<file path="src/verilog/sic_pkg.sv">
/*
 * sic_pkg: shared constants for the scan input conditioning block.
 * assumes: every design file refers to it as sic_pkg::name, never imported.
 */
`default_nettype none
package sic_pkg;
    // =====================================================
    // sizes
    localparam int NUM_IN   = 16;   // inputs 0..15, run/stop selectable
    localparam int NUM_FAST = 4;    // fast inputs are inputs 0..3
    localparam int SEL_W    = 4;    // run/stop input select width
    localparam int FLEN_W   = 8;    // filter length width
    // =====================================================
    // register byte offsets
    localparam logic [7:0] REG_FILT_EN  = 8'h00;  // per input filter enable
    localparam logic [7:0] REG_FILT_LEN = 8'h04;  // integrator length in ticks
    localparam logic [7:0] REG_FAST_CFG = 8'h08;  // fast input functions
    localparam logic [7:0] REG_RUNSTOP  = 8'h0C;  // run/stop input source
    localparam logic [7:0] REG_IMAGE    = 8'h10;  // scan image, read only
    localparam logic [7:0] REG_STATUS   = 8'h14;  // sticky events, read clears
    localparam logic [7:0] REG_MASK     = 8'h18;  // interrupt mask
    // =====================================================
    // field positions
    localparam int FC_LATCH = 0;    // latch enables [3:0]
    localparam int FC_EVENT = 4;    // event enables [7:4]
    localparam int FC_RISE  = 8;    // event rising edge [11:8]
    localparam int FC_FALL  = 12;   // event falling edge [15:12]
    localparam int FC_CNT   = 16;   // counter enables [19:16]
    localparam int FC_W     = 20;   // fast config width
    localparam int RS_EN    = 0;    // run/stop input enable
    localparam int RS_SEL   = 4;    // run/stop select [7:4]
    localparam int ST_CFG   = 4;    // status: rejected config write
    localparam int ST_W     = 5;    // status width
    // =====================================================
    // reset values
    localparam logic [15:0]       FILT_EN_RST  = 16'h0000;
    localparam logic [FLEN_W-1:0] FILT_LEN_RST = 8'h04;
    localparam logic [FC_W-1:0]   FAST_CFG_RST = 20'h00000;
    localparam logic [7:0]        RUNSTOP_RST  = 8'h00;
    localparam logic [ST_W-1:0]   MASK_RST     = 5'h00;
    // =====================================================
    // timing
    localparam int CLK_NS   = 40;                 // pclk period
    localparam int TICK_NS  = 1000;               // filter tick period
    localparam int TICK_CYC = TICK_NS / CLK_NS;   // cycles per tick
endpackage : sic_pkg
`default_nettype wire

</file>
<file path="src/verilog/sic_filter.sv">
/*
 * sic_filter: integrating bounce filter for one input.
 * assumes: tick is a one-cycle enable; din synchronous to pclk.
 */
`timescale 1ns/10ps
`default_nettype none
module sic_filter #(
    parameter int CW = 8
) (
    input  wire logic          pclk,
    input  wire logic          presetn,
    input  wire logic          tick,
    input  wire logic          en,
    input  wire logic [CW-1:0] len,
    input  wire logic          din,
    output logic               level
);
    logic [CW-1:0] cnt;         // integrator
    logic [CW-1:0] next_cnt;
    logic          next_level;

    // =====================================================
    // integrator: counts up while high, down while low
    always_comb begin
        next_cnt   = cnt;
        next_level = level;
        if (!en) begin
            // bypass: level follows the input directly
            next_cnt   = din ? len : '0;
            next_level = din;
        end else if (tick) begin
            if (din && cnt < len) begin
                next_cnt = cnt + CW'(1);
            end else if (!din && cnt != '0) begin
                next_cnt = cnt - CW'(1);
            end
            // hysteresis: change only at the ends of the range
            if (din && next_cnt >= len) begin
                next_level = 1'b1;
            end else if (!din && next_cnt == '0) begin
                next_level = 1'b0;
            end
        end
    end

    always_ff @(posedge pclk or negedge presetn) begin
        if (!presetn) begin
            cnt   <= '0;
            level <= 1'b0;
        end else begin
            cnt   <= next_cnt;
            level <= next_level;
        end
    end
endmodule : sic_filter
`default_nettype wire

</file>
<file path="src/verilog/sic_fast_cell.sv">
/*
 * sic_fast_cell: pulse latch and event detect for one fast input.
 * assumes: lvl is the filtered level; scan is a one-cycle scan pulse.
 */
`timescale 1ns/10ps
`default_nettype none
module sic_fast_cell (
    input  wire logic pclk,
    input  wire logic presetn,
    input  wire logic lvl,
    input  wire logic scan,
    input  wire logic latch_en,
    input  wire logic event_en,
    input  wire logic rise_sel,
    input  wire logic fall_sel,
    output logic      hold,
    output logic      evt
);
    logic prev;             // level one cycle ago
    logic next_hold;
    logic next_evt;
    logic rise;
    logic fall;

    // =====================================================
    // edge detect, latch and event request
    always_comb begin
        rise      = lvl && !prev;
        fall      = !lvl && prev;
        next_hold = hold;
        if (latch_en && rise) begin
            next_hold = 1'b1;           // new pulse wins over the scan clear
        end else if (scan || !latch_en) begin
            next_hold = 1'b0;
        end
        next_evt = event_en && ((rise && rise_sel) || (fall && fall_sel));
    end

    always_ff @(posedge pclk or negedge presetn) begin
        if (!presetn) begin
            prev <= 1'b0;
            hold <= 1'b0;
            evt  <= 1'b0;
        end else begin
            prev <= lvl;
            hold <= next_hold;
            evt  <= next_evt;
        end
    end
endmodule : sic_fast_cell
`default_nettype wire

</file>
<file path="src/verilog/sic_top.sv">
/*
 * sic_top: scan input conditioning with an APB register slave.
 * assumes: din and run_switch synchronous to pclk; scan is a one-cycle
 * pulse from the scan engine at the start of each scan.
 */
`timescale 1ns/10ps
`default_nettype none
module sic_top (
    input  wire logic        pclk,
    input  wire logic        presetn,
    input  wire logic        psel,
    input  wire logic        penable,
    input  wire logic        pwrite,
    input  wire logic [7:0]  paddr,
    input  wire logic [31:0] pwdata,
    output logic [31:0]      prdata,
    output logic             pready,
    output logic             pslverr,
    input  wire logic [15:0] din,
    input  wire logic        run_switch,
    input  wire logic        scan,
    output logic [15:0]      image,
    output logic             run_cmd,
    output logic [3:0]       event_req,
    output logic             irq
);
    localparam int NI = sic_pkg::NUM_IN;
    localparam int NF = sic_pkg::NUM_FAST;

    // registers
    logic [NI-1:0]                 filt_en;    // filter enables
    logic [sic_pkg::FLEN_W-1:0]    filt_len;   // integrator length
    logic [sic_pkg::FC_W-1:0]      fast_cfg;   // fast input functions
    logic [7:0]                    runstop;    // run/stop source
    logic [sic_pkg::ST_W-1:0]      status;     // sticky events
    logic [sic_pkg::ST_W-1:0]      mask;       // interrupt mask
    logic [NI-1:0]                 next_filt_en;
    logic [sic_pkg::FLEN_W-1:0]    next_filt_len;
    logic [sic_pkg::FC_W-1:0]      next_fast_cfg;
    logic [7:0]                    next_runstop;
    logic [sic_pkg::ST_W-1:0]      next_status;
    logic [sic_pkg::ST_W-1:0]      next_mask;
    // bus answer
    logic [31:0]                   next_prdata;
    logic                          next_pready;
    logic                          next_pslverr;
    logic                          wr_done;    // write completes this edge
    logic                          rd_done;    // read completes this edge
    logic                          cfg_bad;    // rejected fast config write
    // datapath
    logic [NI-1:0]                 flt;        // filtered levels
    logic [NI-1:0]                 flt_on;     // effective filter enables
    logic [NF-1:0]                 hold;       // latched pulses
    logic [NF-1:0]                 evt;        // event pulses
    logic [NF-1:0]                 latch_en;
    logic [NF-1:0]                 event_en;
    logic [NF-1:0]                 cnt_en;
    logic [NI-1:0]                 next_image;
    logic                          next_run_cmd;
    logic                          next_irq;
    logic [7:0]                    tick_cnt;   // tick divider
    logic [7:0]                    next_tick_cnt;
    logic                          tick;

    assign latch_en = fast_cfg[sic_pkg::FC_LATCH +: NF];
    assign event_en = fast_cfg[sic_pkg::FC_EVENT +: NF];
    assign cnt_en   = fast_cfg[sic_pkg::FC_CNT +: NF];

    // =====================================================
    // filter tick divider
    always_comb begin
        tick          = (tick_cnt == 8'(sic_pkg::TICK_CYC - 1));
        next_tick_cnt = tick ? 8'h00 : tick_cnt + 8'h01;
    end

    always_ff @(posedge pclk or negedge presetn) begin
        if (!presetn) begin
            tick_cnt <= 8'h00;
        end else begin
            tick_cnt <= next_tick_cnt;
        end
    end

    // =====================================================
    // per input filters and fast cells
    genvar gi;
    generate
        for (gi = 0; gi < NI; gi++) begin : g_in
            if (gi < NF) begin : g_fast
                // fast input filter allowed only when a function uses it
                assign flt_on[gi] = filt_en[gi] && (latch_en[gi] || event_en[gi] || cnt_en[gi]);
                sic_fast_cell u_cell (
                    .pclk     (pclk),
                    .presetn  (presetn),
                    .lvl      (flt[gi]),
                    .scan     (scan),
                    .latch_en (latch_en[gi]),
                    .event_en (event_en[gi]),
                    .rise_sel (fast_cfg[sic_pkg::FC_RISE + gi]),
                    .fall_sel (fast_cfg[sic_pkg::FC_FALL + gi]),
                    .hold     (hold[gi]),
                    .evt      (evt[gi])
                );
            end else begin : g_reg
                assign flt_on[gi] = filt_en[gi];
            end
            sic_filter #(.CW(sic_pkg::FLEN_W)) u_filt (
                .pclk    (pclk),
                .presetn (presetn),
                .tick    (tick),
                .en      (flt_on[gi]),
                .len     (filt_len),
                .din     (din[gi]),
                .level   (flt[gi])
            );
        end
    endgenerate

    // =====================================================
    // scan image, run/stop and interrupt
    always_comb begin
        next_image = image;
        if (scan) begin
            next_image = flt;
            next_image[NF-1:0] = flt[NF-1:0] | (hold & latch_en);
        end
        // one select field: only one input can be the extra source
        next_run_cmd = run_switch && (!runstop[sic_pkg::RS_EN]
                       || flt[runstop[sic_pkg::RS_SEL +: sic_pkg::SEL_W]]);
        next_irq = |(next_status & mask);
    end

    always_ff @(posedge pclk or negedge presetn) begin
        if (!presetn) begin
            image     <= 16'h0000;
            run_cmd   <= 1'b0;
            event_req <= 4'h0;
            irq       <= 1'b0;
        end else begin
            image     <= next_image;
            run_cmd   <= next_run_cmd;
            event_req <= evt;
            irq       <= next_irq;
        end
    end

    // =====================================================
    // APB slave: one wait state, then pready for one cycle
    always_comb begin
        rd_done       = psel && penable && pready && !pwrite;
        wr_done       = psel && penable && pready && pwrite;
        cfg_bad       = |(pwdata[sic_pkg::FC_LATCH +: NF] & pwdata[sic_pkg::FC_EVENT +: NF]);
        next_pready   = psel && penable && !pready;
        next_prdata   = 32'h00000000;
        next_pslverr  = 1'b0;
        next_filt_en  = filt_en;
        next_filt_len = filt_len;
        next_fast_cfg = fast_cfg;
        next_runstop  = runstop;
        next_mask     = mask;
        next_status   = status;
        if (rd_done && paddr == sic_pkg::REG_STATUS) begin
            // read clears only what it reported; a bit set after prdata was taken survives
            next_status = status & ~prdata[sic_pkg::ST_W-1:0];
        end
        if (next_pready) begin
            unique case (paddr)
                sic_pkg::REG_FILT_EN:  next_prdata = {16'h0000, filt_en};
                sic_pkg::REG_FILT_LEN: next_prdata = {24'h000000, filt_len};
                sic_pkg::REG_FAST_CFG: begin
                    next_prdata  = {12'h000, fast_cfg};
                    next_pslverr = pwrite && cfg_bad;
                end
                sic_pkg::REG_RUNSTOP:  next_prdata = {24'h000000, runstop};
                sic_pkg::REG_IMAGE:    begin
                    next_prdata  = {16'h0000, image};
                    next_pslverr = pwrite;
                end
                sic_pkg::REG_STATUS:   begin
                    next_prdata  = {27'h0000000, status};
                    next_pslverr = pwrite;
                end
                sic_pkg::REG_MASK:     next_prdata = {27'h0000000, mask};
                default:               next_pslverr = 1'b1;
            endcase
        end
        if (wr_done) begin
            unique case (paddr)
                sic_pkg::REG_FILT_EN:  next_filt_en  = pwdata[NI-1:0];
                sic_pkg::REG_FILT_LEN: next_filt_len = pwdata[sic_pkg::FLEN_W-1:0];
                sic_pkg::REG_FAST_CFG: begin
                    if (cfg_bad) begin
                        next_status[sic_pkg::ST_CFG] = 1'b1;
                    end else begin
                        next_fast_cfg = pwdata[sic_pkg::FC_W-1:0];
                    end
                end
                sic_pkg::REG_RUNSTOP:  next_runstop  = pwdata[7:0];
                sic_pkg::REG_MASK:     next_mask     = pwdata[sic_pkg::ST_W-1:0];
                default:               next_mask     = mask;
            endcase
        end
        // new events win over the read clear
        next_status[NF-1:0] = next_status[NF-1:0] | evt;
    end

    always_ff @(posedge pclk or negedge presetn) begin
        if (!presetn) begin
            filt_en  <= sic_pkg::FILT_EN_RST;
            filt_len <= sic_pkg::FILT_LEN_RST;
            fast_cfg <= sic_pkg::FAST_CFG_RST;
            runstop  <= sic_pkg::RUNSTOP_RST;
            mask     <= sic_pkg::MASK_RST;
            status   <= '0;
            prdata   <= 32'h00000000;
            pready   <= 1'b0;
            pslverr  <= 1'b0;
        end else begin
            filt_en  <= next_filt_en;
            filt_len <= next_filt_len;
            fast_cfg <= next_fast_cfg;
            runstop  <= next_runstop;
            mask     <= next_mask;
            status   <= next_status;
            prdata   <= next_prdata;
            pready   <= next_pready;
            pslverr  <= next_pslverr;
        end
    end
endmodule : sic_top
`default_nettype wire

</file>
<file path="config.mk">
export PLATFORM = sky130hd
export DESIGN_NAME = sic_top
export DESIGN_NICKNAME = d
export VERILOG_FILES = /design/src/verilog/sic_pkg.sv /design/src/verilog/sic_filter.sv /design/src/verilog/sic_fast_cell.sv /design/src/verilog/sic_top.sv
export SDC_FILE = /design/constraint.sdc
export NUM_CORES = 1
export LEC_CHECK = 0
export BUFFER_PORTS_ARGS = -buffer_cell sky130_fd_sc_hd__buf_2
export CAP_MARGIN = 25
export CORE_MARGIN = 5
export CORE_UTILIZATION = 60
export CTS_BUF_LIST = sky130_fd_sc_hd__clkbuf_8
export DETAILED_ROUTE_END_ITERATION = 8
export PLACE_DENSITY = 0.82
export SLEW_MARGIN = 25
export SYNTH_ARGS = -nofsm -noshare
export SYNTH_HDL_FRONTEND = slang
export SYNTH_SLANG_ARGS = --single-unit
</file>
<file path="constraint.sdc">
create_clock -name pclk -period 8.9 [get_ports pclk]
set_clock_uncertainty 0.15 [all_clocks]
set_input_delay 1.335 -clock pclk [delete_from_list [all_inputs] [get_ports pclk]]
set_output_delay 1.335 -clock pclk [all_outputs]
set_load 0.05 [all_outputs]
</file>
==> results.py, run 1 <==
metrics = {
    "status": {
        "status": "completed",
    },
    "sta": {
        "rsz0062_at_grt": "no",
        "fin_tns_setup_ns": 0,
        "tightest_slew_ns": 1.14,
        "finalMaxSlewViolations": 0,
        "setup_viol": 0,
        "finalHoldViolCount": 0,
        "slew_headroom": 0.238,
        "max_freq_mhz": 205,
        "fin_crit_ns": 4.88,
        "min_period_over_period": 0.548,
    },
    "logic_synthesis": {
        "yosysSeqAreaShare": 0.296,
        "synth_edf_count": 0,
        "synthesis.area_sq_um": 22800,
        "async_flop_share": 1.00,
        "synth_ff_type": "dfrtp_1",
        "synth_area_per_cell_sq_um": 8.85,
        "synth_seq_cells": 270,
        "synth.distinct_cells": 88,
        "synth_warnings": 0,
        "syn_inst": 2577,
    },
    "setup_path": {
        "critPathMaxStageDelay_ns": 0.63,
        "crit_buf_inv": 2,
        "worstPathRequired_ns": 9.22,
        "cp-startpoint": "filt_len[4]$_DFFE_PN0P_",
        "cp.arrival_ns": 5.19,
        "cp_common_cell": "a21o_1",
        "crit_type": "flip-flop to flip-flop",
        "path_cells": "clkinv_1, buf_4, ha_1, a211oi_1, o21ai_0, a21oi_1, nor2_1, xnor2_1, ha_1, nand2b_1, a21o_1, a21o_1, a21o_1, a21o_1, a2111oi_0, o31a_1, a31oi_1",
        "startpoint_type": "flip-flop",
        "endpoint_kind": "flip-flop",
        "critPathMaxFanout": 18,
        "r2r_start": "filt_len[4]$_DFFE_PN0P_",
        "crit_family": "compound AO/OA/AOI/OAI gates",
        "slowest_stage": "a21oi_1",
    },
    "final_layout": {
        "mostFrequentLayoutCells": "ha_1, dfrtp_1, nand2_1",
        "layout.nets": 2974,
        "drive_gt1_frac": 0.119,
        "final_util": 0.661,
        "fin_cells": 3171,
        "final_common_cell": "ha_1",
        "area_growth_pct": 8.87,
    },
    "global_route": {
        "antenna_found_initial": 3,
        "grt_busiest_layer": "met2",
        "grt.met2_usage": 0.515,
        "grtUsageTotal": 0.311,
        "grt_start_max_net_pins": 191,
        "overflow": 0,
        "grt_util_met1": 0.398,
        "met3_usage": 0.0540,
        "grt_pass1_wl_mm": 106,
        "grt_pass1_vias": 20300,
    },
    "floorplan": {
        "rows": 71,
        "coreArea_sq_um": 37600,
        "chipHeight_um": 205,
        "die_w_um": 205,
        "pin_count": 119,
        "die_area_sq_um": 42000,
        "start_util": 0.607,
    },
    "power_and_ir_drop": {
        "p_sw_frac": 0.304,
        "power.share.clock": 0.414,
        "combPwrFrac": 0.172,
        "p_seq_frac": 0.415,
        "power_density_nw_per_um2": 133,
        "p_sw_mw": 1.00,
        "power_leakage_nw": 11.8,
        "p_int_mw": 2.29,
        "peakVddDrop_uv": 190,
    },
    "hold_path": {
        "holdCritPathClass": "flip-flop to flip-flop",
        "min_from": "g_in[0].g_fast.u_cell.evt$_DFF_PN0_",
    },
    "detailed_routing": {
        "route.detailed.drc": 0,
        "wire_per_inst_um": 21.0,
        "antenna_left": 0,
        "wirelength_mm": 66.7,
        "via_per_inst": 6.45,
        "drt_iter0_drc": 1685,
        "dr_total_vias": 20500,
        "drtPass1Iterations": 5,
    },
    "flow_run": {
        "cap_violations": 0,
    },
    "clock_tree": {
        "cts_setup_buffers": 0,
        "cts_max_level": 2,
        "insertion_delay_ns": 0.62,
        "cts_buffers": 49,
        "holdBufCountCts": 0,
        "cts_resized": 0,
        "cts_sinks": 270,
        "cts-root-buf": "clkbuf_8",
        "cts_buffer_depth": 3,
        "cts_tree": "yes",
        "clkTransAtPathRegs_ns": 0.07,
    },
    "placed_design": {
        "portBuffers": 94,
        "place_hpwl_mm": 44.2,
        "gp_congestion": 0.916,
        "dp_cells": 3080,
    },
}
-- power by group through the flow --
stage	logic, mW	clock network (mW)	registers [mW]
global placement	0.530	0	1.38
finish	0.566	1.36	1.37
detailed placement	0.557	0	1.38
global route	0.636	1.43	1.37
floorplan	0.401	0	1.38
CTS	0.561	1.38	1.36
-- area by class of cell --
cell class                      count  area, sq um
Clock inverter                     22          213
Tap cell                          511          639
Sequential cell                   270         6760
Multi-Input combinational cell   2089        15200
Fill cell                        3019        12700
Timing Repair Buffer              126          769
Clock buffer                       67          922
Inverter                           85          319
Antenna cell                        1         2.50
-- synthesized netlist by cell type (15+ instances only) --
cell      number  area, sq um
and2_1        24          150
nor3b_1       19          143
nor2_1       167          627
a21o_1        55          413
nor2b_1       42          263
a31oi_1       35          219
mux2_2        73          822
and3_1        37          231
nand4_1       29          181
nor3_1        45          225
inv_1         82          308
a211oi_1      18          135
buf_1         16         60.1
a21oi_1      107          536
dfrtp_1      269         6730
o21ai_0      190          951
nand3_1       71          355
ha_1         290         3630
mux2i_1       70          701
a22oi_1       31          233
xnor2_1      130         1140
nor4_1        28          175
xor2_1        43          377
nand2_1      252          946
o211ai_1      16          120
a22o_1        17          149
a41oi_1       15          131
nand2b_1      42          263
clkbuf_1     107          402
o21a_1        25          188
-- state kept, by name (all words and copies together) (netlist names), 16 cells and up --
| register | count |
|---|---|
| fast_cfg | 20 |
| filt_en | 16 |
| g_in.u_filt.cnt | 128 |
| g_in.u_filt.level | 16 |
| image | 16 |
| prdata | 20 |
-- cell families (layout without fill, tap and decap cells) --
logic type	count (synthesis)	in the layout	share of synthesized area
simple gates	822	822	0.181
other cells	1	13	0.000164
buf+inv	229	300	0.0405
compound gates	638	638	0.182
xor+xnor	173	173	0.0664
fa+ha+maj	290	290	0.159
flops	270	270	0.296
mux	154	154	0.0747
-- final timing paths --
path / to / slack, ns / cells after the start
min in group asynchronous: prdata[18]$_DFF_PN0_ / 0.55 / 1
max in group asynchronous: filt_len[0]$_DFFE_PN0P_ / 6.49 / 3
worst max register to register: g_in[6].u_filt.level$_DFFE_PN0P_ / 4.02 / 17
worst max-delay path: g_in[6].u_filt.level$_DFFE_PN0P_ / 4.02 / 17
worst min-delay path: event_req[0]$_DFF_PN0_ / 0.24 / 0
worst min register to register: event_req[0]$_DFF_PN0_ / 0.24 / 0
-- per-stage QoR --
step,setup WS [ns],cell area [sq um],power [mW],hold slack [ns]
after detailed placement,4.08,23700,1.94,0.215
after global placement,4.20,23700,1.91,0.229
after global routing,3.69,24800,3.44,0.245
after CTS,4.09,24800,3.30,0.240
final,4.02,24800,3.30,0.240
after floorplan,4.45,22800,1.78,0.205
-- worst register-to-register path: stages (launching register included) --
cell,delay (ns)
dfrtp_1,0.36
clkinv_1,0.34
buf_4,0.40
ha_1,0.26
a211oi_1,0.19
o21ai_0,0.13
a21oi_1,0.63
nor2_1,0.17
xnor2_1,0.17
ha_1,0.26
nand2b_1,0.14
a21o_1,0.17
a21o_1,0.17
a21o_1,0.18
a21o_1,0.18
a2111oi_0,0.57
o31a_1,0.21
a31oi_1,0.04
-- metal layers --
layer / vias up / share of wire / routed length [um]
met5: - / 0.000090 / 6
met4: 2 / 0.049 / 3290
met3: 244 / 0.081 / 5430
met2: 917 / 0.47 / 31400
met1: 9829 / 0.40 / 26600
li1: 9470 / - / -
No activity file was read; power rests on OpenSTA's default activity.
==> run 2, diff against run 1 <==
==> constraint.sdc (replaced) <==
create_clock -name pclk -period 5 [get_ports pclk]
set_clock_uncertainty 0.15 [all_clocks]
set_input_delay 0.75 -clock pclk [delete_from_list [all_inputs] [get_ports pclk]]
set_output_delay 0.75 -clock pclk [all_outputs]
set_load 0.05 [all_outputs]
==> results.py, run 2 (synthesis results as in run 1) <==
metrics = {
    "sta": {
        "min_period_over_period": 0.934,
        "setup_viol": 0,
        "fin_tns_setup_ns": 0,
        "finalHoldViolCount": 0,
        "finalMaxSlewViolations": 0,
        "slew_headroom": 0.332,
        "tightest_slew_ns": 1.00,
        "rsz0062_at_grt": "no",
        "max_freq_mhz": 214,
        "fin_crit_ns": 4.67,
        "hold_slack_ns": 0.185,
    },
    "global_route": {
        "grt_pass1_wl_mm": 108,
        "antenna_found_initial": 4,
        "grtUsageTotal": 0.315,
        "overflow": 0,
        "grt_start_max_net_pins": 102,
        "grt_pass1_vias": 20800,
    },
    "power_and_ir_drop": {
        "p_seq_frac": 0.417,
        "p_int_mw": 3.98,
        "power_leakage_nw": 11.9,
        "p_sw_frac": 0.318,
        "peakVddDrop_uv": 185,
        "p_sw_mw": 1.85,
        "power.share.clock": 0.409,
        "power_density_nw_per_um2": 234,
        "combPwrFrac": 0.174,
    },
    "final_layout": {
        "reg.largest.list": "g_in.u_filt.cnt x128, fast_cfg x20, prdata x20",
        "mostFrequentLayoutCells": "ha_1, dfrtp_1, nand2_1",
        "seqCellArea_sq_um": 6760,
        "drive_gt1_frac": 0.122,
        "largest_reg_flops": 128,
        "design_area_sq_um": 24900,
        "area_growth_pct": 9.13,
        "final_common_cell": "ha_1",
        "layout.nets": 2985,
        "final_util": 0.662,
        "largest_register": "g_in.u_filt.cnt",
        "multi_input_area_sq_um": 15200,
        "nFillCells": 2992,
    },
    "setup_path": {
        "path_cells": "clkinv_1, buf_12, buf_4, ha_1, o21ai_0, nand2b_1, a31oi_1, mux2i_1, a221o_1, ha_1, a21o_1, a21o_1, a21o_1, a21oi_1, o21ai_0, a221oi_1, a31oi_1",
        "endpoint_kind": "flip-flop",
        "worstPathRequired_ns": 5.35,
        "r2r_slack_ns": 0.33,
        "slowest_stage": "a31oi_1",
        "cp_common_cell": "a21o_1",
        "crit_type": "flip-flop to flip-flop",
        "startpoint_type": "flip-flop",
        "crit_buf_inv": 3,
        "critPathMaxStageDelay_ns": 0.62,
        "crit_family": "compound AO/OA/AOI/OAI gates",
        "cp.arrival_ns": 5.03,
        "critPathMaxFanout": 26,
    },
    "clock_tree": {
        "cts_max_level": 2,
        "cts_buffers": 50,
        "cts_sinks": 270,
        "cts_resized": 0,
        "cts_buffer_depth": 3,
        "cts-root-buf": "clkbuf_8",
        "clkTransAtPathRegs_ns": 0.07,
        "cts_tree": "yes",
        "insertion_delay_ns": 0.66,
    },
    "detailed_routing": {
        "dr_total_vias": 20700,
        "drt_iter0_drc": 1791,
        "drtPass1Iterations": 6,
        "wire_per_inst_um": 21.1,
        "via_per_inst": 6.50,
        "route.detailed.drc": 0,
        "wirelength_mm": 67.2,
        "antenna_left": 0,
    },
    "hold_path": {
        "holdCritPathClass": "input pin to flip-flop",
    },
    "floorplan": {
        "start_util": 0.607,
        "die_area_sq_um": 42000,
        "pin_count": 119,
        "rows": 71,
        "chipHeight_um": 205,
        "die_w_um": 205,
        "coreArea_sq_um": 37600,
    },
    "placed_design": {
        "placed_cell_area_sq_um": 23800,
        "portBuffers": 94,
        "gp_congestion": 0.948,
        "place_hpwl_mm": 45.3,
    },
    "status": {
        "status": "completed",
    },
    "flow_run": {
        "cap_violations": 0,
    },
}
-- run 2: changes by cell type in the layout (fill, tap and decap cells not counted), sizes merged, moves of 2 or more --
cell / before / now
buf: 126 / 135
inv: 83 / 88
clkbuf: 67 / 63
clkinv: 20 / 23
clkinvlp: 0 / 2
-- run 2: final cells by class --
type,count,share of cell area
flip-flops and latches,270,0.272
clock buffers,63,0.0348
diodes,1,0.000101
repair buffers,136,0.0346
clock inverters,31,0.00955
well taps,511,0.0257
multi-input cells,2089,0.611
inverters,85,0.0128
-- run 2: path summary, 6_finish.rpt --
path / from / endpoint / cells after the start
worst min register to register: g_in[0].g_fast.u_cell.evt$_DFF_PN0_ / event_req[0]$_DFF_PN0_ / 0
worst max register to register: filt_len[2]$_DFFE_PN1P_ / g_in[5].u_filt.level$_DFFE_PN0P_ / 17
min in group asynchronous: presetn / prdata[18]$_DFF_PN0_ / 2
worst min-delay path: pwdata[16] / fast_cfg[16]$_DFFE_PN0P_ / 2
worst max-delay path: filt_len[2]$_DFFE_PN1P_ / g_in[5].u_filt.level$_DFFE_PN0P_ / 17
max in group asynchronous: presetn / g_in[0].u_filt.cnt[0]$_DFFE_PN0P_ / 3
-- run 2: power groups by stage --
stage / registers (mW) / clock network [mW] / logic [mW]
floorplan: 2.45 / 0 / 0.714
global placement: 2.46 / 0 / 0.949
detailed placement: 2.46 / 0 / 1.00
CTS: 2.43 / 2.41 / 1.01
global route: 2.44 / 2.50 / 1.14
finish: 2.43 / 2.38 / 1.02
-- run 2: routing by layer --
metal	share of wire	vias up	GRT usage
met2	0.47	1026	0.525
met5	0.00067	-	0
met4	0.048	6	0.145
met3	0.094	263	0.0709
met1	0.39	9950	0.391
li1	-	9474	-
-- run 2: metrics by stage --
stage               total power, mW  setup slack (ns)  instances
finish                         5.83             0.328       3186
global route                   6.08           0.00562       3186
CTS                            5.84             0.385       3185
detailed placement             3.46             0.437       3090
global placement               3.41             0.610       3090
floorplan                      3.16             0.550       2588
-- run 2: timing repair --
item / 4_1_cts / 5_1_grt
hold buffers: 1 / 0
hold endpoints to repair: 3 / 0
buffers inserted: 0 / 0
